[config.mk]
export PLATFORM = sky130hd
export DESIGN_NAME = mcu_interrupt_logic
export DESIGN_NICKNAME = d
export VERILOG_FILES = /design/src/design/irq_pkg.sv /design/src/design/irq_pin_sync.sv /design/src/design/mcu_interrupt_logic.sv
export VERILOG_INCLUDE_DIRS = /design/src /design/src/design
export SDC_FILE = /design/constraint.sdc
export NUM_CORES = 1
export LEC_CHECK = 0
export ABC_AREA = 1
export CAP_MARGIN = 20
export CORE_ASPECT_RATIO = 0.6
export CORE_MARGIN = 4
export CORE_UTILIZATION = 50
export CTS_CLUSTER_DIAMETER = 40
export DETAILED_ROUTE_END_ITERATION = 12
export DONT_BUFFER_PORTS = 1
export PLACE_DENSITY_LB_ADDON = 0.12
export SLEW_MARGIN = 20
export SYNTH_ARGS = -nofsm -noshare
export SYNTH_HDL_FRONTEND = slang
export SYNTH_SLANG_ARGS = --single-unit
[constraint.sdc]
create_clock -name i_ref_clk -period 3.9 [get_ports i_ref_clk]
set_clock_uncertainty 0.05 [all_clocks]
set_input_delay 0.195 -clock i_ref_clk [delete_from_list [all_inputs] [get_ports i_ref_clk]]
set_output_delay 0.195 -clock i_ref_clk [all_outputs]
set_load 0.01 [all_outputs]
[src/design/irq_params.svh]
// Functional notes
// global enable passes all unmasked requests
// any reset clears global enable
// service clears enable, pushes, vectors 0004h
// flags set regardless of any enable
// events during service only set flags
// enable cleared just before sample blocks take
// return pops, restores context, sets enable
// pin-to-vector latency three or four cycles
// external pin edge chosen by select bit
// valid edge sets external pin flag
// external pin wakes Sleep if pre-enabled
// analog pins read zero, never interrupt
// peripheral group enable gates peripheral sources
// timer0 rollover flag, software clears only
// pin-change flag needs per-pin select
// software clears external flag before re-enabling
// flags hold until software writes zero
// external flag sampled every Q1 phase
// first peripheral enable register bit layout
// accepts all listed core and peripheral sources
// request is enable-gated OR of flags
`ifndef IRQ_PARAMS_SVH
`define IRQ_PARAMS_SVH

// apb register byte offsets
`define IRQ_ADDR_CONTROL    8'h00
`define IRQ_ADDR_PEN_ONE    8'h04
`define IRQ_ADDR_CONFIG     8'h08
`define IRQ_ADDR_PFLAGS     8'h0C
`define IRQ_ADDR_PEN_TWO    8'h10
`define IRQ_ADDR_STATE      8'h14

// interrupt_control bit positions
`define IRQ_GIE_BIT         7
`define IRQ_PERIPHERAL_GROUP_ENABLE_BIT        6
`define IRQ_TIMER0_OVERFLOW_ENABLE_BIT        5
`define IRQ_EXT_PIN_IRQ_ENABLE_BIT        4
`define IRQ_PIN_CHANGE_ENABLE_BIT        3
`define IRQ_TIMER0_OVERFLOW_FLAG_BIT        2
`define IRQ_EXT_PIN_IRQ_FLAG_BIT        1
`define IRQ_PIN_CHANGE_FLAG_BIT        0

// implemented bits of the peripheral enable / flag bytes
`define IRQ_PEN_ONE_MASK    8'h73
`define IRQ_PEN_TWO_MASK    8'hB2

// config register fields
`define IRQ_CFG_EDGE_BIT    0
`define IRQ_CFG_CHG_LSB     8
`define IRQ_CFG_ANA_LSB     16

// reset values
`define IRQ_CONTROL_RST     8'h00
`define IRQ_BYTE_RST        8'h00
`define IRQ_PC_RST          13'h0000

// sequencing constants
`define IRQ_VECTOR_PC       13'h0004
`define IRQ_Q1_PHASE        2'd0
`define IRQ_EXT_PIN_IDX     2
`define IRQ_PIN_COUNT       8

`endif

[src/design/irq_pkg.sv]
package irq_pkg;

  // one-hot service sequencer states
  typedef enum logic [2:0] {
    ST_RUN    = 3'b001,  // normal execution, sampling at Q1
    ST_DUMMY1 = 3'b010,  // first forced dummy cycle
    ST_DUMMY2 = 3'b100   // second dummy cycle, vector at next Q1
  } seq_state_e;

  // synchroniser state, three stages and the agreed level
  typedef struct packed {
    logic [7:0] s1;
    logic [7:0] s2;
    logic [7:0] s3;
    logic [7:0] level;
  } sync_s;

  // whole state of the interrupt logic
  typedef struct packed {
    logic [1:0]  qphase;
    seq_state_e  seq;
    logic [7:0]  control;
    logic [7:0]  pen_one;
    logic [7:0]  pen_two;
    logic [7:0]  pflag_one;
    logic [7:0]  pflag_two;
    logic        edge_sel;
    logic [7:0]  change_sel;
    logic [7:0]  analog_sel;
    logic        ext_prev;
    logic [7:0]  chg_prev;
    logic        sleep_prev;
    logic        sleep_ext_pin_irq_enable;
    logic        pready;
    logic        pslverr;
    logic [31:0] prdata;
    logic        vector;
    logic [12:0] pc;
    logic        push;
    logic [12:0] push_addr;
    logic        pop;
    logic        restore;
    logic        wake;
    logic [7:0]  pin_level;
  } ctl_s;

endpackage : irq_pkg

[src/design/irq_pin_sync.sv]
`timescale 1ns/1ps
module irq_pin_sync
  import irq_pkg::*;
(
  // clock and reset
  input  wire logic       i_ref_clk,
  input  wire logic       i_rstn,
  // raw pins
  input  wire logic [7:0] i_pins,
  // filtered pin levels
  output logic      [7:0] o_level
);

  sync_s st;       // registered state
  sync_s next_st;  // next state

  ////////////////////////////////////////////////////////////////////////////
  // three stages; a level is accepted only once stages two and three agree
  always_comb begin
    next_st    = st;
    next_st.s1 = i_pins;
    next_st.s2 = st.s1;  // stage one feeds stage two only
    next_st.s3 = st.s2;
    for (int i = 0; i < 8; i++) begin
      if (st.s2[i] == st.s3[i]) begin
        next_st.level[i] = st.s3[i];
      end
    end
  end

  // registers; reset level is low so a pin low at reset shows no edge afterwards
  always_ff @(posedge i_ref_clk or negedge i_rstn) begin
    if (!i_rstn) begin
      st <= '0;
    end else begin
      st <= next_st;
    end
  end

  assign o_level = st.level;

endmodule : irq_pin_sync

[src/design/mcu_interrupt_logic.sv]
`timescale 1ns/1ps
`include "irq_params.svh"
module mcu_interrupt_logic
  import irq_pkg::*;
(
  // clock and reset
  input  wire logic        i_ref_clk,
  input  wire logic        i_rstn,
  // apb slave
  input  wire logic        i_psel,
  input  wire logic        i_penable,
  input  wire logic        i_pwrite,
  input  wire logic [7:0]  i_paddr,
  input  wire logic [31:0] i_pwdata,
  output logic      [31:0] o_prdata,
  output logic             o_pready,
  output logic             o_pslverr,
  // asynchronous general purpose pins
  input  wire logic [7:0]  i_gpio,
  output logic      [7:0]  o_pin_level,
  // core event pulses, same clock
  input  wire logic        i_timer0_rollover,
  input  wire logic        i_timer1_overflow,
  input  wire logic        i_timer2_match,
  input  wire logic        i_adc_done,
  input  wire logic        i_serial_event,
  input  wire logic        i_bus_collision,
  // power stage monitor pulses, same clock
  input  wire logic        i_out_overvoltage,
  input  wire logic        i_out_undervoltage,
  input  wire logic        i_out_overcurrent,
  input  wire logic        i_in_undervoltage,
  // core sequencer side
  input  wire logic        i_sleep,
  input  wire logic        i_gie_clear_exec,
  input  wire logic        i_return_from_irq,
  input  wire logic [12:0] i_return_addr,
  output logic             o_irq_vector,
  output logic      [12:0] o_vector_pc,
  output logic             o_push_ret,
  output logic      [12:0] o_push_addr,
  output logic             o_pop_ret,
  output logic             o_restore_context,
  output logic             o_wake
);

  ctl_s        st;          // registered state
  ctl_s        next_st;     // next state
  logic [7:0]  sync_level;  // filtered pin levels
  logic [7:0]  masked;      // pin levels with analog pins forced low
  logic        q1;          // first phase of an instruction cycle
  logic        ext_hit;     // valid edge on the external interrupt pin
  logic        chg_hit;     // a selected pin changed
  logic        core_req;    // enabled flags held in interrupt_control
  logic        periph_req;  // enabled peripheral flags behind the group enable
  logic        take;        // service starts this cycle
  logic        wr_commit;   // write completes at this edge
  logic        rd_access;   // first cycle of an access phase
  logic [31:0] rd_word;     // read mux result
  logic        rd_hit;      // address decodes to a register
  logic [7:0]  wr_byte;     // low byte of write data
  logic [7:0]  ev_one;      // peripheral events, first flag byte
  logic [7:0]  ev_two;      // monitor events, second flag byte

  ////////////////////////////////////////////////////////////////////////////
  // pin synchroniser, three flip-flops and agreement filter per pin
  irq_pin_sync u_pin_sync (
    .i_ref_clk (i_ref_clk),
    .i_rstn    (i_rstn),
    .i_pins    (i_gpio),
    .o_level   (sync_level)
  );

  ////////////////////////////////////////////////////////////////////////////
  // pin conditioning and edge / change detection
  always_comb begin
    // analog pins read as zero and can never produce an edge
    masked  = sync_level & ~st.analog_sel;
    // rising edge when the select is one, falling when zero
    if (st.edge_sel) begin
      ext_hit = masked[`IRQ_EXT_PIN_IDX] & ~st.ext_prev;
    end else begin
      ext_hit = ~masked[`IRQ_EXT_PIN_IDX] & st.ext_prev;
    end
    // any selected digital pin that differs from its last seen level
    chg_hit = |((masked ^ st.chg_prev) & st.change_sel);
  end

  ////////////////////////////////////////////////////////////////////////////
  // event bytes laid out like the flag registers they land in
  always_comb begin
    ev_one = {1'b0, i_adc_done, i_bus_collision, i_serial_event,
              2'b00, i_timer2_match, i_timer1_overflow};
    ev_two = {i_out_undervoltage, 1'b0, i_out_overcurrent, i_out_overvoltage,
              2'b00, i_in_undervoltage, 1'b0};
  end

  ////////////////////////////////////////////////////////////////////////////
  // request logic, always from registered flags so a request seen at q1
  // matches what software would read back in the same cycle
  always_comb begin
    core_req   = (st.control[`IRQ_TIMER0_OVERFLOW_ENABLE_BIT] & st.control[`IRQ_TIMER0_OVERFLOW_FLAG_BIT])
               | (st.control[`IRQ_EXT_PIN_IRQ_ENABLE_BIT] & st.control[`IRQ_EXT_PIN_IRQ_FLAG_BIT])
               | (st.control[`IRQ_PIN_CHANGE_ENABLE_BIT] & st.control[`IRQ_PIN_CHANGE_FLAG_BIT]);
    // peripheral sources only count behind the group enable
    periph_req = st.control[`IRQ_PERIPHERAL_GROUP_ENABLE_BIT]
               & (|(st.pflag_one & st.pen_one) | |(st.pflag_two & st.pen_two));
    q1         = (st.qphase == `IRQ_Q1_PHASE);
    // sampled once per instruction cycle, only with global enable set;
    // an enable-clearing instruction in the same cycle wins, and the
    // flag is left alone so the request is still pending later
    take       = q1 & (st.seq == ST_RUN) & ~i_sleep
               & st.control[`IRQ_GIE_BIT] & ~i_gie_clear_exec
               & (core_req | periph_req);
  end

  ////////////////////////////////////////////////////////////////////////////
  // apb decode and read mux
  always_comb begin
    wr_byte   = i_pwdata[7:0];
    rd_access = i_psel & i_penable & ~st.pready;
    wr_commit = i_psel & i_penable & st.pready & i_pwrite;
    rd_hit    = 1'b1;
    rd_word   = 32'h0000_0000;
    unique case (i_paddr)
      `IRQ_ADDR_CONTROL: rd_word[7:0] = st.control;
      `IRQ_ADDR_PEN_ONE: rd_word[7:0] = st.pen_one;
      `IRQ_ADDR_CONFIG: begin
        rd_word[`IRQ_CFG_EDGE_BIT]            = st.edge_sel;
        rd_word[`IRQ_CFG_CHG_LSB +: 8]        = st.change_sel;
        rd_word[`IRQ_CFG_ANA_LSB +: 8]        = st.analog_sel;
      end
      `IRQ_ADDR_PFLAGS: begin
        rd_word[7:0]  = st.pflag_one;
        rd_word[15:8] = st.pflag_two;
      end
      `IRQ_ADDR_PEN_TWO: rd_word[7:0] = st.pen_two;
      `IRQ_ADDR_STATE: begin
        // live view of the sequencer, sleep latch and conditioned pins
        rd_word[2:0]   = st.seq;
        rd_word[3]     = st.wake;
        rd_word[4]     = st.sleep_ext_pin_irq_enable;
        rd_word[7:6]   = st.qphase;
        rd_word[15:8]  = st.pin_level;
      end
      default: rd_hit = 1'b0;  // unmapped: zero data and an error
    endcase
  end

  ////////////////////////////////////////////////////////////////////////////
  // next state
  always_comb begin
    next_st = st;
    // one-cycle strobes toward the core drop by default
    next_st.vector  = 1'b0;
    next_st.push    = 1'b0;
    next_st.pop     = 1'b0;
    next_st.restore = 1'b0;

    // free running q-phase counter, four reference clocks per cycle
    next_st.qphase = st.qphase + 2'd1;

    // remember conditioned pin levels for the next comparison
    next_st.ext_prev  = masked[`IRQ_EXT_PIN_IDX];
    next_st.chg_prev  = masked;
    next_st.pin_level = masked;

    // apb handshake: answer one cycle into the access phase
    if (rd_access) begin
      next_st.pready  = 1'b1;
      next_st.pslverr = ~rd_hit;
      next_st.prdata  = i_pwrite ? 32'h0000_0000 : rd_word;
    end else begin
      next_st.pready  = 1'b0;
      next_st.pslverr = 1'b0;
    end

    // software writes take effect at the edge that completes the access;
    // flags are writable both ways, unimplemented bits stay zero
    if (wr_commit) begin
      unique case (i_paddr)
        `IRQ_ADDR_CONTROL: next_st.control   = wr_byte;
        `IRQ_ADDR_PEN_ONE: next_st.pen_one   = wr_byte & `IRQ_PEN_ONE_MASK;
        `IRQ_ADDR_CONFIG: begin
          next_st.edge_sel   = i_pwdata[`IRQ_CFG_EDGE_BIT];
          next_st.change_sel = i_pwdata[`IRQ_CFG_CHG_LSB +: 8];
          next_st.analog_sel = i_pwdata[`IRQ_CFG_ANA_LSB +: 8];
        end
        `IRQ_ADDR_PFLAGS: begin
          next_st.pflag_one = wr_byte & `IRQ_PEN_ONE_MASK;
          next_st.pflag_two = i_pwdata[15:8] & `IRQ_PEN_TWO_MASK;
        end
        `IRQ_ADDR_PEN_TWO: next_st.pen_two = wr_byte & `IRQ_PEN_TWO_MASK;
        default: ;  // read-only or unmapped, nothing stored
      endcase
    end

    // hardware sets after the software write so a set in the same cycle
    // as a clear survives; no enable of any kind gates the flags
    if (i_timer0_rollover) begin
      next_st.control[`IRQ_TIMER0_OVERFLOW_FLAG_BIT] = 1'b1;
    end
    if (ext_hit) begin
      next_st.control[`IRQ_EXT_PIN_IRQ_FLAG_BIT] = 1'b1;
    end
    if (chg_hit) begin
      next_st.control[`IRQ_PIN_CHANGE_FLAG_BIT] = 1'b1;
    end
    next_st.pflag_one = next_st.pflag_one | ev_one;
    next_st.pflag_two = next_st.pflag_two | ev_two;

    // instruction clearing the global enable, executed by the core
    if (i_gie_clear_exec) begin
      next_st.control[`IRQ_GIE_BIT] = 1'b0;
    end

    // return: pop address, restore shadow context, reopen the gate
    if (i_return_from_irq) begin
      next_st.pop                    = 1'b1;
      next_st.restore                = 1'b1;
      next_st.control[`IRQ_GIE_BIT]  = 1'b1;
    end

    // service sequencer: sample at q1, two dummy cycles, vector at q1
    unique case (st.seq)
      ST_RUN: begin
        if (take) begin
          next_st.control[`IRQ_GIE_BIT] = 1'b0;
          next_st.push                  = 1'b1;
          next_st.push_addr             = i_return_addr;
          next_st.seq                   = ST_DUMMY1;
        end
      end
      ST_DUMMY1: begin
        if (q1) begin
          next_st.seq = ST_DUMMY2;
        end
      end
      ST_DUMMY2: begin
        if (q1) begin
          next_st.vector = 1'b1;
          next_st.pc     = `IRQ_VECTOR_PC;
          next_st.seq    = ST_RUN;
        end
      end
      default: next_st.seq = ST_RUN;  // illegal one-hot code recovers
    endcase

    // sleep entry captures the external pin enable; only an enable set
    // beforehand may wake the core through the external pin
    next_st.sleep_prev = i_sleep;
    if (i_sleep & ~st.sleep_prev) begin
      next_st.sleep_ext_pin_irq_enable = st.control[`IRQ_EXT_PIN_IRQ_ENABLE_BIT];
    end
    // wake is held while the core sleeps and drops once it runs;
    // it ignores the global enable, vectoring then follows if it is set
    if (i_sleep) begin
      next_st.wake = st.wake
                   | (st.sleep_ext_pin_irq_enable & st.control[`IRQ_EXT_PIN_IRQ_FLAG_BIT])
                   | (st.control[`IRQ_TIMER0_OVERFLOW_ENABLE_BIT] & st.control[`IRQ_TIMER0_OVERFLOW_FLAG_BIT])
                   | (st.control[`IRQ_PIN_CHANGE_ENABLE_BIT] & st.control[`IRQ_PIN_CHANGE_FLAG_BIT])
                   | periph_req;
    end else begin
      next_st.wake = 1'b0;
    end
  end

  ////////////////////////////////////////////////////////////////////////////
  // state register; reset clears every enable, the global one included
  always_ff @(posedge i_ref_clk or negedge i_rstn) begin
    if (!i_rstn) begin
      st            <= '0;
      st.seq        <= ST_RUN;
      st.control    <= `IRQ_CONTROL_RST;
      st.pen_one    <= `IRQ_BYTE_RST;
      st.pen_two    <= `IRQ_BYTE_RST;
      st.pflag_one  <= `IRQ_BYTE_RST;
      st.pflag_two  <= `IRQ_BYTE_RST;
      st.pc         <= `IRQ_PC_RST;
    end else begin
      st <= next_st;
    end
  end

  ////////////////////////////////////////////////////////////////////////////
  // outputs straight from the state register
  assign o_prdata          = st.prdata;
  assign o_pready          = st.pready;
  assign o_pslverr         = st.pslverr;
  assign o_pin_level       = st.pin_level;
  assign o_irq_vector      = st.vector;
  assign o_vector_pc       = st.pc;
  assign o_push_ret        = st.push;
  assign o_push_addr       = st.push_addr;
  assign o_pop_ret         = st.pop;
  assign o_restore_context = st.restore;
  assign o_wake            = st.wake;

endmodule : mcu_interrupt_logic

==> results of run 1 <==
cell usage in the layout, fill, tap and decap left out, drive strengths merged, types with 5 or more instances in the layout:
master         n
inv           61
maj3           8
nor2          37
nor3           5
conb          20
dlygate4sd3   81
nand3         70
clkinv         7
clkbuf        18
a21oi         20
nand4          9
nand2        188
o31ai          5
dfrtp        133
o21ai         37
metal layers:
layer  vias up  GRT usage  part of all wire
met2       200     0.3114              0.42
li1       2158          -                 -
met3        15    0.07463              0.10
met1      2200     0.3207              0.47
met5         -          0                 0
met4         0    0.06301             0.011
registers in the layout, indices dropped and copies added, names as in the netlist:
register and flops:
o_irq_vector 1, o_pin_level 8, o_pop_ret 1, o_prdata 24, o_pready 1, o_pslverr 1, o_push_addr 13, o_push_ret 1
o_vector_pc 1, o_wake 1, st 50, u_pin_sync.next_st 16, u_pin_sync.o_level 8, u_pin_sync.st 8
cell type report:
class	instances	area, µm²	area share
flip-flops and latches	134	3354	0.4565
well taps	165	206.4	0.02809
clock buffers	18	439.2	0.05976
clock inverters	14	138.9	0.01890
multi-input cells	416	2153	0.2930
diodes	1	2.502	0.0003405
repair buffers	82	838.3	0.1141
inverters	56	215.2	0.02929
power breakdown:
group	switching, mW	internal [mW]	total [mW]
clock	0.642	0.908	1.55
combinational	0.0958	0.0618	0.158
sequential	0.0231	1.42	1.44
total	0.761	2.39	3.15
worst max-delay path, cell delays in order (launching register included):
cell and delay (ps):
dfstp_2 570, inv_2 70, nor3_2 180, nand3_2 120
nor3_4 470, nand3_1 180, dlygate4sd3_1 600, nand2_1 70
stage by stage:
| stage | area (µm²) | hold WS (ps) | utilization |
|---|---|---|---|
| final | 7348 | 37.49 | 0.6033 |
| after global routing | 7348 | 56.05 | 0.6033 |
| after floorplan | 6380 | -150.6 | - |
| after CTS | 7346 | 28.94 | 0.6031 |
| after global placement | 5929 | -146.6 | 0.4869 |
| after detailed placement | 5929 | -146.7 | 0.4869 |
what timing repair did:
item | CTS | global route
endpoints found under the hold margin | 201 | 0
gates resized for setup | 0 | 0
endpoints found under the setup margin | 0 | 0
hold buffers | 82 | 0
setup buffers | 0 | 0
kinds of logic (layout without fill, tap and decap cells):
group / count (synthesis) / in the layout / synth area share
fa+ha+maj: 11 / 11 / 0.01864
mux: 2 / 2 / 0.003372
compound gates: 71 / 71 / 0.07180
other cells: 1 / 21 / 0.0005944
flops: 134 / 134 / 0.5317
buf+inv: 140 / 170 / 0.1382
simple gates: 312 / 312 / 0.2356
path summary, 6_finish.rpt:
path / to / slack, ps / from
setup reg to reg: o_push_addr[1]$_DFFE_PN0P_ / 1500 / st[141]$_DFFE_PN1P_
setup / recovery: o_push_addr[1]$_DFFE_PN0P_ / 1500 / st[141]$_DFFE_PN1P_
hold / removal: o_prdata[11]$_DFFE_PN0P_ / 40 / i_pwrite
hold reg to reg: u_pin_sync.next_st[11]$_DFF_PN0_ / 300 / u_pin_sync.next_st[19]$_DFF_PN0_
min in group asynchronous: u_pin_sync.next_st[23]$_DFF_PN0_ / 350 / i_rstn
max in group asynchronous: o_prdata[0]$_DFFE_PN0P_ / 2950 / i_rstn
==> out/results.txt, run 1 <==
Final setup viols: 0
Worst setup EP type: flip-flop
Fill count: 1010
DRC: 0
First-pass DRT Iterations: 5
Top-count cell post-synth: nand2_1
Crit share post-route: 0.6143
DRT Wirelength: 15070 µm
Worst setup SP type: flip-flop
Slew Limit Fails: 0
Cell Pwr Density: 429.0 nW/µm²
Layout cells sized above 1: 0.1222
Area delta synth->final: 16.48%
Req. time, crit path: 4210 ps
First-pass GRT wire length: 24400 µm
Final WS setup: 1504 ps
First DRT Iteration DRCs: 360
Final nets: 789
GRT Residual Overflow: 0
Largest net degree at the start of global routing: 135
Dominant cells by area after synthesis: dfrtp_1, nand2_1, buf_4, nand3_1, inv_1
Ys async rst share: 1.000
Sequential-to-total area share from yosys stat: 0.5317
Synth top cells by count: nand2_1, dfrtp_1, buf_4
Pleak: 3.502 nW
CTS Buf Count: 17
WS Path Type: flip-flop to flip-flop
WL/cell: 17.01 µm
Max clock buf depth: 2
Crit Path Max Fanout: 13
Syn Area/Cell: 9.402 µm²
Via count: 4573
Worst Hold Class: primary input to flip-flop
Post-Syn Instances: 671
Antenna-violating nets left: 0
Initial Util: 0.5180
GP Congestion: 0.8287
Reg2reg path depth: 7
Top FF cell, synth: dfrtp_1
H-tree levels: 4
Hold path cells: 3
TritonCTS clock tree: done
Worst skew pair latency: 420 ps
DIE WIDTH: 153.0 µm
I/O Pins: 152
Worst-path clk slew: 60 ps
Root Driver: clkbuf_16
Worst EP arrival: 2710 ps
Die Area: 14540 µm²
Max_cap viols: 0
Max_slew headroom: 0.4853
Die Ht: 95.01 µm
Synth Warn #: 0
Vias in the first global route: 4584
Setup tns final: 0 ps
DP HPWL: 10460 µm
Status: complete, no violations
Yosys top cell by area: dfrtp_1
Peak VDD IR: 0.2801 mV
Synth Register Bits: 134
Via/cell ratio: 5.161
Buffers on Ports: 0
# rows: 31
EDFF count, synth: 0
DP Cell Count: 771
Clock sinks: 134
Synth Cell Area: 6309 µm²
GRT Resource Usage Total: 0.2196
Post-route total power: 3.152 mW
Unrepaired setup endpoints after global routing: no
Synth top area share: 0.5276
Final hold violation count: 0
Worst-margin pin slew: 771.3 ps
Dpl ws: 1701 ps
Core region area: 12180 µm²
Library cells used by synthesis: 43
Fmax: 417.4 MHz
Crit path time final: 2396 ps
Finished Layout Cells: 886
Initial antenna violation count: 1
Note: power is estimated with default switching activity, not from simulation.
==> inputs of run 2 (changes only) <==
==> constraint.sdc (replaced) <==
create_clock -name i_ref_clk -period 2.3 [get_ports i_ref_clk]
set_clock_uncertainty 0.05 [all_clocks]
set_input_delay 0.115 -clock i_ref_clk [delete_from_list [all_inputs] [get_ports i_ref_clk]]
set_output_delay 0.115 -clock i_ref_clk [all_outputs]
set_load 0.01 [all_outputs]
==> out/results.txt, run 2 (synthesis gave the netlist of run 1 again) <==
Max clock buf depth: 2 (unchanged)
Core region area: 12180 µm² (unchanged)
WP buf/inv: 3 (was 2)
Hold Buf Count CTS: 83 (was 82)
Critical Path, Cell by Cell: inv_2 > nor3_2 > nand3_2 > nor3_4 > buf_4 > nand3_1 > dlygate4sd3_1 > nand2_1 (was inv_2 > nor3_2 > nand3_2 > nor3_4 > nand3_1 > dlygate4sd3_1 > nand2_1)
Fmax: 457.6 MHz (was 417.4 MHz)
DIE WIDTH: 153.0 µm (unchanged)
Max_slew headroom: 0.4629 (was 0.4853)
Levels on crit path: 8 (was 7)
First-pass DRT Iterations: 6 (was 5)
I/O Pins: 152 (unchanged)
Status: complete, but fails checks (was complete, no violations)
Met1 usage in global routing: 0.3252 (was 0.3207)
Via/cell ratio: 5.137 (was 5.161)
Worst Hold Class: primary input to asynchronous set/reset pin (was primary input to flip-flop)
Hold_ws: -656.2 ps (was 37.49 ps)
Initial Util: 0.5180 (unchanged)
Final setup viols: 0 (unchanged)
Max FFs per register: 50 (unchanged)
Crit share post-route: 0.9501 (was 0.6143)
Root Driver: clkbuf_16 (unchanged)
Slowest-stage cell, CP: dlygate4sd3_1 (unchanged)
Buffers on Ports: 0 (unchanged)
WS Path Type: flip-flop to flip-flop (unchanged)
Critical R2R Launch: st[141]$_DFFE_PN1P_ (unchanged)
First-pass GRT wire length: 24130 µm (was 24400 µm)
Antenna-violating nets left: 0 (unchanged)
H-tree levels: 4 (unchanged)
Final hold violation count: 134 (was 0)
TritonCTS clock tree: done (unchanged)
Worst setup EP type: flip-flop (unchanged)
WL/cell: 16.87 µm (was 17.01 µm)
Clock sinks: 134 (unchanged)
Slew Limit Fails: 0 (unchanged)
Critical Path Source: st[141]$_DFFE_PN1P_ (unchanged)
Final core utilization: 0.6131 (was 0.6033)
Area delta synth->final: 18.37% (was 16.48%)
Crit Path Max Fanout: 7 (was 13)
Peak VDD IR: 0.6071 mV (was 0.2801 mV)
First DRT Iteration DRCs: 330 (was 360)
GRT Resource Usage Total: 0.2163 (was 0.2196)
Commonest non-fill, non-tap cell in the layout: nand2_1 (unchanged)
Req. time, crit path: 2600 ps (was 4210 ps)
Max_cap viols: 0 (unchanged)
Worst EP arrival: 2490 ps (was 2710 ps)
DRC: 0 (unchanged)
CTS Buf Count: 17 (unchanged)
Dpl ws: 612.5 ps (was 1701 ps)
Most frequent cells in the layout: nand2_1, dfrtp_1, dlygate4sd3_1 (unchanged)
# rows: 31 (unchanged)
Pleak: 3.565 nW (was 3.502 nW)
DP HPWL: 10450 µm (was 10460 µm)
Post-CTS Resized: 0 (unchanged)
Worst-path clk slew: 60 ps (about the same)
Worst skew pair latency: 410 ps (was 420 ps)
CP peak stage delay: 570 ps (was 600 ps)
Largest net degree at the start of global routing: 135 (unchanged)
Die Area: 14540 µm² (unchanged)
Grt peak-use layer: met1 (unchanged)
Reg2reg path depth: 8 (was 7)
Via count: 4613 (was 4573)
Worst-margin pin slew: 804.8 ps (was 771.3 ps)
Met2 GRT Util: 0.3007 (was 0.3114)
GRT Residual Overflow: 0 (unchanged)
Met3 usage: 0.07005 (was 0.07463)
Crit path time final: 2185 ps (was 2396 ps)
Final WS setup: 114.7 ps (was 1504 ps)
Layout cells sized above 1: 0.1339 (was 0.1222)
DRT Wirelength: 15150 µm (was 15070 µm)
Largest register by flop count: st (unchanged)
GP Congestion: 0.8462 (was 0.8287)
Cell family with most CP delay: buffers and inverters (was simple AND/OR/NAND/NOR gates)
Cell Pwr Density: 726.0 nW/µm² (was 429.0 nW/µm²)
Worst setup SP type: flip-flop (unchanged)
Failing checks: negative hold slack
Final nets: 801 (was 789)
Initial antenna violation count: 1 (unchanged)
Die Ht: 95.01 µm (unchanged)
Vias in the first global route: 4496 (was 4584)
## run 2: metal layers
metal	wire, µm	vias to the layer above
li1	-	2184
met4	172	0
met2	6260	193
met1	7254	2220
met3	1458	16
met5	0	-
## run 2: path summary, 6_finish.rpt
check | to | slack (ps)
max | o_push_addr[6]$_DFFE_PN0P_ | 110
min | st[114]$_DFF_PN0_ | -660
max reg2reg | o_push_addr[6]$_DFFE_PN0P_ | 110
min reg2reg | u_pin_sync.next_st[8]$_DFF_PN0_ | 290
max in group asynchronous | st[141]$_DFFE_PN1P_ | 2600
min in group i_ref_clk | o_prdata[5]$_DFFE_PN0P_ | 30
## run 2: power by group
group / leakage (nW) / total [mW] / internal, mW / switching, mW
combinational: 1.61 / 0.227 / 0.106 / 0.121
sequential: 1.67 / 2.45 / 2.41 / 0.0393
clock: 0.286 / 2.74 / 1.70 / 1.05
total: 3.57 / 5.42 / 4.21 / 1.21
## run 2: area by class of cell
type	instances	area, µm²
Clock buffer	20	466.7
Inverter	56	215.2
Multi-Input combinational cell	416	2153
Sequential cell	134	3354
Clock inverter	12	142.6
Tap cell	165	206.4
Antenna cell	1	2.502
Timing Repair Buffer	94	925.9
Fill cell	1017	4712
## run 2: worst reg2reg max path: stages, from the launching register on
cell	delay, ps
dfstp_2	560
inv_2	70
nor3_2	180
nand3_2	120
nor3_4	240
buf_4	200
nand3_1	90
dlygate4sd3_1	570
nand2_1	60
## run 2: what timing repair did
action                                 CTS  global route
setup endpoints to repair                0            16
buffers inserted                         0             7
endpoints found under the hold margin  210           134
## run 2: stage by stage
stage                     total power [mW]  TNS (ps)  instance area (µm²)  cells
final                                5.421         0                 7467    898
after global routing                 5.609    -6.653                 7467    898
after CTS                            5.457         0                 7400    890
after detailed placement             2.627         0                 5959    775
after global placement               2.621         0                 5959    775
after floorplan                      2.629         0                 6380    690
